`src/verilog/bsf_pkg.sv`:
```
// shared constants and types of the bit, shift and flag execution unit
package bsf_pkg;

   // bus geometry
   localparam int AXI_ADDR_W = 12;
   localparam int AXI_DATA_W = 32;

   // register byte offsets
   localparam logic [11:0] CMD_OFS = 12'h000;
   localparam logic [11:0] STAT_OFS = 12'h004;
   localparam logic [11:0] SLEEP_CFG_OFS = 12'h008;
   localparam logic [11:0] INFO_OFS = 12'h00c;
   localparam logic [3:0] WREG_PAGE = 4'h1;
   localparam logic [3:0] IO_PAGE = 4'h2;

   // command register fields
   localparam int CMD_OP_LSB = 0;
   localparam int CMD_OP_W = 5;
   localparam int CMD_REG_LSB = 8;
   localparam int CMD_IDX_W = 5;
   localparam int CMD_BIT_LSB = 16;
   localparam int CMD_IO_LSB = 24;

   // info register fields
   localparam int INFO_BUSY_BIT = 0;
   localparam int INFO_CNT_LSB = 16;

   // status register bit positions
   localparam int FLG_C = 0;
   localparam int FLG_Z = 1;
   localparam int FLG_N = 2;
   localparam int FLG_V = 3;
   localparam int FLG_S = 4;
   localparam int FLG_H = 5;
   localparam int FLG_T = 6;
   localparam int FLG_I = 7;

   // reset values
   localparam logic [7:0] STAT_RST = 8'h00;
   localparam logic [2:0] SLEEP_CFG_RST = 3'h0;

   // execution lengths in clock cycles
   localparam logic [1:0] IO_BIT_CYCLES = 2'h2;
   localparam logic [1:0] ONE_CYCLE = 2'h1;

   // bus responses
   localparam logic [1:0] RESP_OKAY = 2'h0;
   localparam logic [1:0] RESP_DECERR = 2'h3;

   typedef enum logic [4:0] {
      no_op = 5'b00000,
      set_io_bit_op = 5'b00001,
      clear_io_bit_op = 5'b00010,
      logical_left_shift_op = 5'b00011,
      logical_right_shift_op = 5'b00100,
      rotate_left_carry_op = 5'b00101,
      rotate_right_carry_op = 5'b00110,
      arith_right_shift_op = 5'b00111,
      nibble_swap_op = 5'b01000,
      flag_set_op = 5'b01001,
      flag_clear_op = 5'b01010,
      bit_to_transfer_op = 5'b01011,
      transfer_to_bit_op = 5'b01100,
      carry_set_op = 5'b01101,
      carry_clear_op = 5'b01110,
      neg_set_op = 5'b01111,
      neg_clear_op = 5'b10000,
      zero_set_op = 5'b10001,
      zero_clear_op = 5'b10010,
      global_irq_on_op = 5'b10011,
      global_irq_off_op = 5'b10100,
      signed_set_op = 5'b10101,
      signed_clear_op = 5'b10110,
      ovf_set_op = 5'b10111,
      ovf_clear_op = 5'b11000,
      transfer_set_op = 5'b11001,
      transfer_clear_op = 5'b11010,
      half_set_op = 5'b11011,
      half_clear_op = 5'b11100,
      sleep_op = 5'b11101,
      watchdog_restart_op = 5'b11110
   } bsf_op_t;

   typedef enum logic [0:0] {
      ST_IDLE = 1'b0,
      ST_RUN = 1'b1
   } bsf_state_t;

   typedef enum logic [2:0] {
      K_CMD = 3'b000,
      K_STAT = 3'b001,
      K_SCFG = 3'b010,
      K_INFO = 3'b011,
      K_WREG = 3'b100,
      K_IO = 3'b101,
      K_NONE = 3'b110
   } bsf_kind_t;

endpackage

```
`src/verilog/bsf_alu.sv`:
```
// single-cycle shift, rotate, swap and flag datapath
`timescale 1ns/1ps
module bsf_alu import bsf_pkg::*; (
   input wire bsf_op_t op_i,
   input wire logic [7:0] opnd_i,
   input wire logic [2:0] bit_i,
   input wire logic [7:0] flags_i,
   output logic [7:0] res_o,
   output logic [7:0] flags_o,
   output logic wr_o
);

   logic shf;
   logic cout;

   // result and flag computation
   always_comb begin
      res_o = opnd_i;
      flags_o = flags_i;
      wr_o = 1'b0;
      shf = 1'b0;
      cout = flags_i[FLG_C];
      unique case (op_i)
         logical_left_shift_op: begin
            res_o = {opnd_i[6:0], 1'b0};
            cout = opnd_i[7];
            shf = 1'b1;
         end
         logical_right_shift_op: begin
            res_o = {1'b0, opnd_i[7:1]};
            cout = opnd_i[0];
            shf = 1'b1;
         end
         rotate_left_carry_op: begin
            res_o = {opnd_i[6:0], flags_i[FLG_C]};
            cout = opnd_i[7];
            shf = 1'b1;
         end
         rotate_right_carry_op: begin
            res_o = {flags_i[FLG_C], opnd_i[7:1]};
            cout = opnd_i[0];
            shf = 1'b1;
         end
         arith_right_shift_op: begin
            res_o = {opnd_i[7], opnd_i[7:1]};
            cout = opnd_i[0];
            shf = 1'b1;
         end
         nibble_swap_op: begin
            res_o = {opnd_i[3:0], opnd_i[7:4]};
            wr_o = 1'b1;
         end
         flag_set_op: flags_o[bit_i] = 1'b1;
         flag_clear_op: flags_o[bit_i] = 1'b0;
         bit_to_transfer_op: flags_o[FLG_T] = opnd_i[bit_i];
         transfer_to_bit_op: begin
            res_o[bit_i] = flags_i[FLG_T];
            wr_o = 1'b1;
         end
         carry_set_op: flags_o[FLG_C] = 1'b1;
         carry_clear_op: flags_o[FLG_C] = 1'b0;
         neg_set_op: flags_o[FLG_N] = 1'b1;
         neg_clear_op: flags_o[FLG_N] = 1'b0;
         zero_set_op: flags_o[FLG_Z] = 1'b1;
         zero_clear_op: flags_o[FLG_Z] = 1'b0;
         global_irq_on_op: flags_o[FLG_I] = 1'b1;
         global_irq_off_op: flags_o[FLG_I] = 1'b0;
         transfer_set_op: flags_o[FLG_T] = 1'b1;
         transfer_clear_op: flags_o[FLG_T] = 1'b0;
         signed_set_op: flags_o[FLG_S] = 1'b1;
         signed_clear_op: flags_o[FLG_S] = 1'b0;
         ovf_set_op: flags_o[FLG_V] = 1'b1;
         ovf_clear_op: flags_o[FLG_V] = 1'b0;
         half_set_op: flags_o[FLG_H] = 1'b1;
         half_clear_op: flags_o[FLG_H] = 1'b0;
         default: begin
         end
      endcase
      // shift family flag update
      if (shf) begin
         wr_o = 1'b1;
         flags_o[FLG_C] = cout;
         flags_o[FLG_Z] = (res_o == 8'h00);
         flags_o[FLG_N] = res_o[7];
         flags_o[FLG_V] = res_o[7] ^ cout;
      end
   end

endmodule

```
`src/verilog/bsf_exec_unit.sv`:
```
// bit, shift, flag and control execution unit with axi4-lite access
// Notes on behaviour
// - Setting an I/O bit forces that bit to one, touches no flag and takes two cycles.
// - Clearing an I/O bit forces that bit to zero, touches no flag and takes two cycles.
// - Shift left moves bits up, fills bit 0 with zero and updates Z, C, N and V in one cycle.
// - Shift right moves bits down, fills bit 7 with zero and updates Z, C, N and V in one cycle.
// - Rotate left puts old carry in bit 0, old bit 7 in carry and updates Z, C, N and V.
// - Rotate right puts old carry in bit 7, old bit 0 in carry and updates Z, C, N and V.
// - Arithmetic shift right keeps the sign bit and updates Z, C, N and V in one cycle.
// - Nibble swap exchanges the two halves of a register in one cycle with no flag change.
// - Generic flag set and clear write only the selected status bit in one cycle.
// - Bit store copies a register bit into the transfer flag and nothing else in one cycle.
// - Bit load copies the transfer flag into a register bit with no flag change in one cycle.
// - Half-carry set and clear change only that flag in one cycle.
// - Signed-test set and clear change only that flag in one cycle.
// - Overflow set and clear change only that flag in one cycle.
// - Sleep takes one cycle, requests the configured low-power mode and keeps all flags.
// - Watchdog restart takes one cycle, pulses the watchdog and keeps all flags.
`timescale 1ns/1ps
module bsf_exec_unit import bsf_pkg::*; #(
   parameter int NUM_WREGS = 32,
   parameter int NUM_IOREGS = 32
) (
   input wire logic REF_CLK_I,
   input wire logic RST_N_I,
   input wire logic [11:0] S_AXI_AWADDR_I,
   input wire logic S_AXI_AWVALID_I,
   output logic S_AXI_AWREADY_O,
   input wire logic [31:0] S_AXI_WDATA_I,
   input wire logic [3:0] S_AXI_WSTRB_I,
   input wire logic S_AXI_WVALID_I,
   output logic S_AXI_WREADY_O,
   output logic [1:0] S_AXI_BRESP_O,
   output logic S_AXI_BVALID_O,
   input wire logic S_AXI_BREADY_I,
   input wire logic [11:0] S_AXI_ARADDR_I,
   input wire logic S_AXI_ARVALID_I,
   output logic S_AXI_ARREADY_O,
   output logic [31:0] S_AXI_RDATA_O,
   output logic [1:0] S_AXI_RRESP_O,
   output logic S_AXI_RVALID_O,
   input wire logic S_AXI_RREADY_I,
   output logic [7:0] STATUS_O,
   output logic BUSY_O,
   output logic SLEEP_REQ_O,
   output logic [2:0] SLEEP_MODE_O,
   output logic WDT_RESTART_O
);

   // whole state of the unit
   typedef struct packed {
      // write side capture
      logic aw_have;
      logic [11:0] aw_addr;
      logic w_have;
      logic [31:0] w_data;
      logic [3:0] w_strb;

      // bus answers
      logic bvalid;
      logic [1:0] bresp;
      logic rvalid;
      logic [31:0] rdata;
      logic [1:0] rresp;

      // operation sequencing
      logic [31:0] cmd;
      bsf_state_t state;
      logic [1:0] cnt;
      logic [7:0] io_tmp;

      // visible state
      logic [7:0] flags;
      logic [2:0] sleep_cfg;
      logic sleep_req;
      logic wdt_pulse;
      logic [15:0] op_count;

      // register files
      logic [NUM_WREGS-1:0][7:0] wreg;
      logic [NUM_IOREGS-1:0][7:0] io;
   } bsf_regs_t;

   bsf_regs_t r_reg;
   bsf_regs_t r_next;

   // decoded command fields
   bsf_op_t op;
   logic [CMD_IDX_W-1:0] reg_idx;
   logic [CMD_IDX_W-1:0] io_idx;
   logic [2:0] bit_sel;

   // index range checks
   logic reg_ok;
   logic io_ok;

   // datapath connections
   logic [7:0] opnd;
   logic [7:0] alu_res;
   logic [7:0] alu_flags;
   logic alu_wr;

   // register group per bus side
   bsf_kind_t wr_kind;
   bsf_kind_t rd_kind;

   // classify a byte address into a register group
   function automatic bsf_kind_t addr_kind(input logic [11:0] a);
      bsf_kind_t k;
      k = K_NONE;
      if (a[11:8] == 4'h0) begin
         // control registers on page zero
         unique case ({a[7:2], 2'b00})
            8'(CMD_OFS): k = K_CMD;
            8'(STAT_OFS): k = K_STAT;
            8'(SLEEP_CFG_OFS): k = K_SCFG;
            8'(INFO_OFS): k = K_INFO;
            default: k = K_NONE;
         endcase
      end else if (a[11:8] == WREG_PAGE && 32'(a[7:2]) < NUM_WREGS) begin
         k = K_WREG;
      end else if (a[11:8] == IO_PAGE && 32'(a[7:2]) < NUM_IOREGS) begin
         k = K_IO;
      end
      return k;
   endfunction

   // merge bus data into a word under the byte strobes
   function automatic logic [31:0] strb_merge(input logic [31:0] old,
                                              input logic [31:0] data,
                                              input logic [3:0] strb);
      logic [31:0] m;
      m = old;
      // copy each enabled lane
      for (int i = 0; i < 4; i++) begin
         if (strb[i]) begin
            m[i*8 +: 8] = data[i*8 +: 8];
         end
      end
      return m;
   endfunction

   // cycles taken by an operation
   function automatic logic [1:0] op_cycles(input bsf_op_t o);
      logic [1:0] c;
      c = ONE_CYCLE;
      if (o == set_io_bit_op || o == clear_io_bit_op) begin
         c = IO_BIT_CYCLES;
      end
      return c;
   endfunction

   // command fields
   assign op = bsf_op_t'(r_reg.cmd[CMD_OP_LSB +: CMD_OP_W]);
   assign reg_idx = r_reg.cmd[CMD_REG_LSB +: CMD_IDX_W];
   assign io_idx = r_reg.cmd[CMD_IO_LSB +: CMD_IDX_W];
   assign bit_sel = r_reg.cmd[CMD_BIT_LSB +: 3];
   // range checks and operand
   assign reg_ok = 32'(reg_idx) < NUM_WREGS;
   assign io_ok = 32'(io_idx) < NUM_IOREGS;
   assign opnd = reg_ok ? r_reg.wreg[reg_idx] : 8'h00;
   // register group addressed
   assign wr_kind = addr_kind(r_reg.aw_addr);
   assign rd_kind = addr_kind(S_AXI_ARADDR_I);

   // shift, swap and flag datapath
   bsf_alu u_alu (
      .op_i(op),
      .opnd_i(opnd),
      .bit_i(bit_sel),
      .flags_i(r_reg.flags),
      .res_o(alu_res),
      .flags_o(alu_flags),
      .wr_o(alu_wr)
   );

   // bus handshake outputs
   assign S_AXI_AWREADY_O = !r_reg.aw_have;
   assign S_AXI_WREADY_O = !r_reg.w_have;
   assign S_AXI_ARREADY_O = !r_reg.rvalid;

   // answer channels from flip-flops
   assign S_AXI_BVALID_O = r_reg.bvalid;
   assign S_AXI_BRESP_O = r_reg.bresp;
   assign S_AXI_RVALID_O = r_reg.rvalid;
   assign S_AXI_RDATA_O = r_reg.rdata;
   assign S_AXI_RRESP_O = r_reg.rresp;

   // unit outputs
   assign STATUS_O = r_reg.flags;
   assign BUSY_O = (r_reg.state == ST_RUN);
   assign SLEEP_REQ_O = r_reg.sleep_req;
   assign SLEEP_MODE_O = r_reg.sleep_cfg;
   assign WDT_RESTART_O = r_reg.wdt_pulse;

   // next-state logic
   always_comb begin
      r_next = r_reg;
      // pulses last one cycle
      r_next.sleep_req = 1'b0;
      r_next.wdt_pulse = 1'b0;

      // capture write address and data, in either order
      if (S_AXI_AWVALID_I && !r_reg.aw_have) begin
         r_next.aw_have = 1'b1;
         r_next.aw_addr = S_AXI_AWADDR_I;
      end
      if (S_AXI_WVALID_I && !r_reg.w_have) begin
         r_next.w_have = 1'b1;
         r_next.w_data = S_AXI_WDATA_I;
         r_next.w_strb = S_AXI_WSTRB_I;
      end

      // write response handshake
      if (r_reg.bvalid && S_AXI_BREADY_I) begin
         r_next.bvalid = 1'b0;
      end

      // perform a held write once the unit is idle
      if (r_reg.aw_have && r_reg.w_have && !r_reg.bvalid && r_reg.state == ST_IDLE) begin
         r_next.aw_have = 1'b0;
         r_next.w_have = 1'b0;
         r_next.bvalid = 1'b1;
         r_next.bresp = RESP_OKAY;
         unique case (wr_kind)
            K_CMD: begin
               r_next.cmd = strb_merge(r_reg.cmd, r_reg.w_data, r_reg.w_strb);
               // opcode lane written starts the operation
               if (r_reg.w_strb[0]) begin
                  r_next.state = ST_RUN;
                  r_next.cnt = 2'h0;
               end
            end
            K_STAT: begin
               if (r_reg.w_strb[0]) begin
                  r_next.flags = r_reg.w_data[7:0];
               end
            end
            K_SCFG: begin
               if (r_reg.w_strb[0]) begin
                  r_next.sleep_cfg = r_reg.w_data[2:0];
               end
            end
            K_WREG: begin
               if (r_reg.w_strb[0]) begin
                  r_next.wreg[r_reg.aw_addr[7:2]] = r_reg.w_data[7:0];
               end
            end
            K_IO: begin
               if (r_reg.w_strb[0]) begin
                  r_next.io[r_reg.aw_addr[7:2]] = r_reg.w_data[7:0];
               end
            end
            K_INFO: begin
               // read-only, write ignored
            end
            // unmapped: error, no effect
            default: r_next.bresp = RESP_DECERR;
         endcase
      end

      // read channel
      if (r_reg.rvalid && S_AXI_RREADY_I) begin
         r_next.rvalid = 1'b0;
      end
      if (S_AXI_ARVALID_I && !r_reg.rvalid) begin
         r_next.rvalid = 1'b1;
         r_next.rresp = RESP_OKAY;
         r_next.rdata = 32'h0000_0000;
         unique case (rd_kind)
            K_CMD: r_next.rdata = r_reg.cmd;
            K_STAT: r_next.rdata[7:0] = r_reg.flags;
            K_SCFG: r_next.rdata[2:0] = r_reg.sleep_cfg;
            K_INFO: begin
               r_next.rdata[INFO_BUSY_BIT] = (r_reg.state == ST_RUN);
               r_next.rdata[INFO_CNT_LSB +: 16] = r_reg.op_count;
            end
            K_WREG: r_next.rdata[7:0] = r_reg.wreg[S_AXI_ARADDR_I[7:2]];
            K_IO: r_next.rdata[7:0] = r_reg.io[S_AXI_ARADDR_I[7:2]];
            // unmapped read answers an error
            default: r_next.rresp = RESP_DECERR;
         endcase
      end

      // operation execution
      if (r_reg.state == ST_RUN) begin
         // step counter
         r_next.cnt = 2'(r_reg.cnt + 2'h1);
         unique case (op)
            set_io_bit_op, clear_io_bit_op: begin
               // first cycle fetches the i/o register
               if (r_reg.cnt == 2'h0) begin
                  r_next.io_tmp = io_ok ? r_reg.io[io_idx] : 8'h00;
               end else if (io_ok) begin
                  // second cycle writes back
                  r_next.io[io_idx] = r_reg.io_tmp;
                  if (op == set_io_bit_op) begin
                     r_next.io[io_idx][bit_sel] = 1'b1;
                  end else begin
                     r_next.io[io_idx][bit_sel] = 1'b0;
                  end
               end
            end
            no_op: begin
            end
            sleep_op: r_next.sleep_req = 1'b1;
            watchdog_restart_op: r_next.wdt_pulse = 1'b1;
            default: begin
               // flags and results only from the datapath
               r_next.flags = alu_flags;
               if (alu_wr && reg_ok) begin
                  r_next.wreg[reg_idx] = alu_res;
               end
            end
         endcase
         // finish after the operation's cycle count
         if (r_reg.cnt == 2'(op_cycles(op) - 2'h1)) begin
            r_next.state = ST_IDLE;
            r_next.cnt = 2'h0;
            // count for the info register
            r_next.op_count = 16'(r_reg.op_count + 16'h0001);
         end
      end
   end

   // state register
   always_ff @(posedge REF_CLK_I) begin
      // synchronous reset to constants
      if (!RST_N_I) begin
         r_reg <= '0;
         r_reg.state <= ST_IDLE;
         r_reg.flags <= STAT_RST;
         r_reg.sleep_cfg <= SLEEP_CFG_RST;
      end else begin
         // take the next state
         r_reg <= r_next;
      end
   end

endmodule

```
`config.mk`:
```
export PLATFORM = sky130hd
export DESIGN_NAME = bsf_exec_unit
export DESIGN_NICKNAME = d
export VERILOG_FILES = /design/src/verilog/bsf_pkg.sv /design/src/verilog/bsf_alu.sv /design/src/verilog/bsf_exec_unit.sv
export SDC_FILE = /design/constraint.sdc
export NUM_CORES = 2
export LEC_CHECK = 0
export BUFFER_PORTS_ARGS = -buffer_cell sky130_fd_sc_hd__buf_4
export CORE_UTILIZATION = 55
export CTS_CLUSTER_DIAMETER = 150
export DETAILED_ROUTE_END_ITERATION = 8
export PLACE_DENSITY = 0.78
export SYNTH_ARGS = -nofsm -noshare
export SYNTH_HDL_FRONTEND = slang
export SYNTH_SLANG_ARGS = --single-unit
```
`constraint.sdc`:
```
create_clock -name REF_CLK_I -period 2.6 [get_ports REF_CLK_I]
set_input_delay 0.39 -clock REF_CLK_I [delete_from_list [all_inputs] [get_ports REF_CLK_I]]
set_output_delay 0.39 -clock REF_CLK_I [all_outputs]
set_load 0.01 [all_outputs]
```
==> results_dict.tcl <==
set metrics [dict create \
    status "finished, violations left" \
    violations "setup timing" \
    slew_violations 0 \
    cts-root-buf "clkbuf_16" \
    grt_start_max_net_pins 79 \
    worstMarginPinSlew_ns 0.974 \
    grt_pass1_wl_mm 234 \
    grt_pass1_vias 36800 \
    drt_iter0_markers 5913 \
    die_area_um2 72700 \
    synth_top_cell_by_area "dfxtp_1" \
    startpoint "r_reg[561]$_SDFFE_PN0P_" \
    gp_congestion 1.10 \
    htree_levels 3 \
    synthArstFlopShare_pct 0 \
    wl_mm 159 \
    overflow 0 \
    initial_core_util_pct 56.0 \
    synth_cell_type_count 79 \
    ys.warnings.count 0 \
    met3_usage_pct 11.3 \
    power_switching_mw 5.57 \
    seq_power_share_pct 46.0 \
    grt_use_total_pct 42.0 \
    synth_top_area_share_pct 33.9 \
    core_um2 70400 \
    p_comb_share_pct 5.7 \
    drive_gt1_share_pct 27.0 \
    synth_seq_cells 668 \
    first_pass_iters 9 \
    endpoint_kind "flip-flop" \
    fin_ws_ns -0.445 \
    vias 39300 \
    vias_per_cell 7.05 \
    clkSinkCount 668 \
    die_w_um 270 \
    layout_min_cycle_time_ns 3.05 \
    cts_tree "built" \
    path_max_fanout 12 \
    synth_edf_count 0 \
    grt.busiest_layer "met2" \
    clockPowerShare_pct 48.3 \
    nNetsFinal 4646 \
    die_h_um 270 \
    crit_arrival_ns 3.59 \
    synthTopCellsByCount "dfxtp_1 (668), a211oi_1 (612), nor2_1 (444)" \
    synth_seq_area_share_pct 33.9 \
    clkSlewWorstSetupHoldPaths_ns 0.07 \
    synthCells 4299 \
    sw_frac_of_total_pct 24.6 \
    dp_hpwl_mm 108 \
    ant_nets 0 \
    port_buffers 117 \
    critical_path_class "reg2reg" \
    antenna_found_initial 2 \
    fmax_ghz 0.328 \
    synth_flop_cell "dfxtp_1" \
    largest_register_ffs 605 \
    route.detailed.drc 0 \
    hold_slack_ns 0.00917 \
    use_met1_pct 53.0 \
    num_rows 97 \
    leakage_nw 17.6 \
    drv_cap 0 \
    clock_latency_ns 0.65 \
    placed_cells 5369 \
    p_int_mw 17.1 \
    yosysMostFrequentCell "dfxtp_1" \
    syn_avg_cell_area_um2 9.16 \
    syn_area_um2 39400 \
    final_cells 5576 \
    reg2reg_depth 15 \
    syn_nets 4368 \
    hold_viol 0 \
    cts_made_buffers 73 \
    synthTopCellsByArea "dfxtp_1 (34%), mux4_2 (13%), a211oi_1 (12%)" \
    cp-start-kind "flip-flop" \
    cp.required_ns 3.14 \
    fin_crit_sh_pct 117 \
    max_slew_margin_pct 34.6 \
    power_density_nw_per_um2 470 \
    r2r_setup_slack_ns -0.45 \
    io_pins 122 \
    wire_per_inst_um 28.6 \
    crit_path_end "r_reg[380]$_SDFF_PN0_" \
    setup_viol 426 \
    hp-class "in2reg" \
    r2r_end "r_reg[380]$_SDFF_PN0_" \
    rsz0062_at_grt "yes" \
    ir_drop_uv 564 \
    clk_path_buf_depth 3 \
    finClkSkew_ns 0.0331 \
    syn_to_final_growth_pct 22.1 \
    use_met2_pct 62.5 \
    r2r_start "r_reg[561]$_SDFFE_PN0P_" \
]
==> cells by family after synthesis <==
kind of cell	after synthesis	share of synthesized area [%]
adders and majority gates	2	0.0635
xor gates and xnor gates	15	0.334
buffers and inverters	521	6.08
AOI/OAI and AO/OA	1157	21.1
and+or+nand+nor	1340	16.2
muxes	596	22.4
DFF	668	33.9
==> metrics by stage <==
stage / setup WS (ns) / area [um2] / TNS (ns) / util (%) / power [mW]
2_1_floorplan: 0.00204 / 39400 / 0 / - / 11.3
3_3_place_gp: -0.505 / 43900 / -95.45 / 62.4 / 11.9
3_5_place_dp: -0.527 / 43900 / -96.67 / 62.4 / 11.9
4_1_cts: -0.307 / 47400 / -55.51 / 67.3 / 22.5
5_1_grt: -0.519 / 48100 / -120.44 / 68.4 / 23.0
6_report: -0.445 / 48100 / -84.60 / 68.4 / 22.6
==> layer usage <==
| metal | vias up | wire (um) |
|---|---|---|
| met5 | - | 13 |
| met4 | 2 | 13700 |
| met3 | 713 | 20600 |
| met2 | 2871 | 68200 |
| met1 | 19000 | 56700 |
| li1 | 16700 | - |
==> placed cells by master, fill, tap and decap left out, types with 60 or more instances in the layout <==
cell type and n:
a21oi_1 118, buf_12 79, a211oi_1 604, o21ai_0 132, clkbuf_16 76, nand2_1 354, nand3_1 102, buf_4 575
nor2b_1 224, nor2_1 443, a311oi_1 74, mux2i_1 320, mux4_2 225, dfxtp_1 653, o22ai_1 60
==> critical path, stage by stage (launching register included) <==
cell     delay (ns)
dfxtp_4        0.41
buf_12         0.17
buf_12         0.14
mux2i_1        0.29
o22ai_1        0.13
buf_4          0.15
nor4_2         0.24
buf_4          0.15
nand2_2        0.09
buf_6          0.16
a22oi_1        0.20
o211a_2        0.27
buf_12         0.14
buf_12         0.16
nand2_1        0.07
and3_1         0.17
==> how the worst min path moves through the flow <==
stage | from | endpoint | slack (ns) | cells after the start
5_1_grt | S_AXI_AWADDR_I[2] | r_reg[661]$_SDFFE_PN0P_ | 0.004 | 3
3_5_place_dp | S_AXI_RDATA_O[13]$_SDFFE_PN0P_ | S_AXI_RDATA_O[13]$_SDFFE_PN0P_ | 0.45 | 2
4_1_cts | S_AXI_AWADDR_I[11] | r_reg[670]$_SDFFE_PN0P_ | 0.002 | 3
2_1_floorplan | S_AXI_RDATA_O[1]$_SDFFE_PN0P_ | S_AXI_RDATA_O[1]$_SDFFE_PN0P_ | 0.43 | 2
3_3_place_gp | S_AXI_RDATA_O[9]$_SDFFE_PN0P_ | S_AXI_RDATA_O[9]$_SDFFE_PN0P_ | 0.44 | 2
6_report | S_AXI_WSTRB_I[1] | r_reg[623]$_SDFFE_PN0P_ | 0.009 | 3
==> what timing repair did <==
item	CTS	global route
gates cloned	8	2
setup buffers	25	26
pin swaps	24	21
gates resized for setup	99	77
hold buffers	14	0
endpoints found under the setup margin	262	480
endpoints found under the hold margin	14	0
==> power groups by stage <==
| stage | Clock, mW | Combinational, mW | Sequential [mW] |
|---|---|---|---|
| after global routing | 11.3 | 1.35 | 10.4 |
| after floorplan | 0 | 0.768 | 10.6 |
| final | 10.9 | 1.30 | 10.4 |
| after global placement | 0 | 1.22 | 10.6 |
| after detailed placement | 0 | 1.24 | 10.6 |
| after CTS | 10.9 | 1.26 | 10.4 |
==> area by class of cell <==
type | count | area (um2)
tap | 940 | 1180
sequential | 668 | 13400
multi-input combinational | 3110 | 24300
inverter | 13 | 56.3
clock inverter | 28 | 334
clock buffer | 105 | 2150
fill | 5314 | 22300
antenna | 1 | 2.50
timing repair buffer | 711 | 6710
Power figures use the tool's default switching activity.
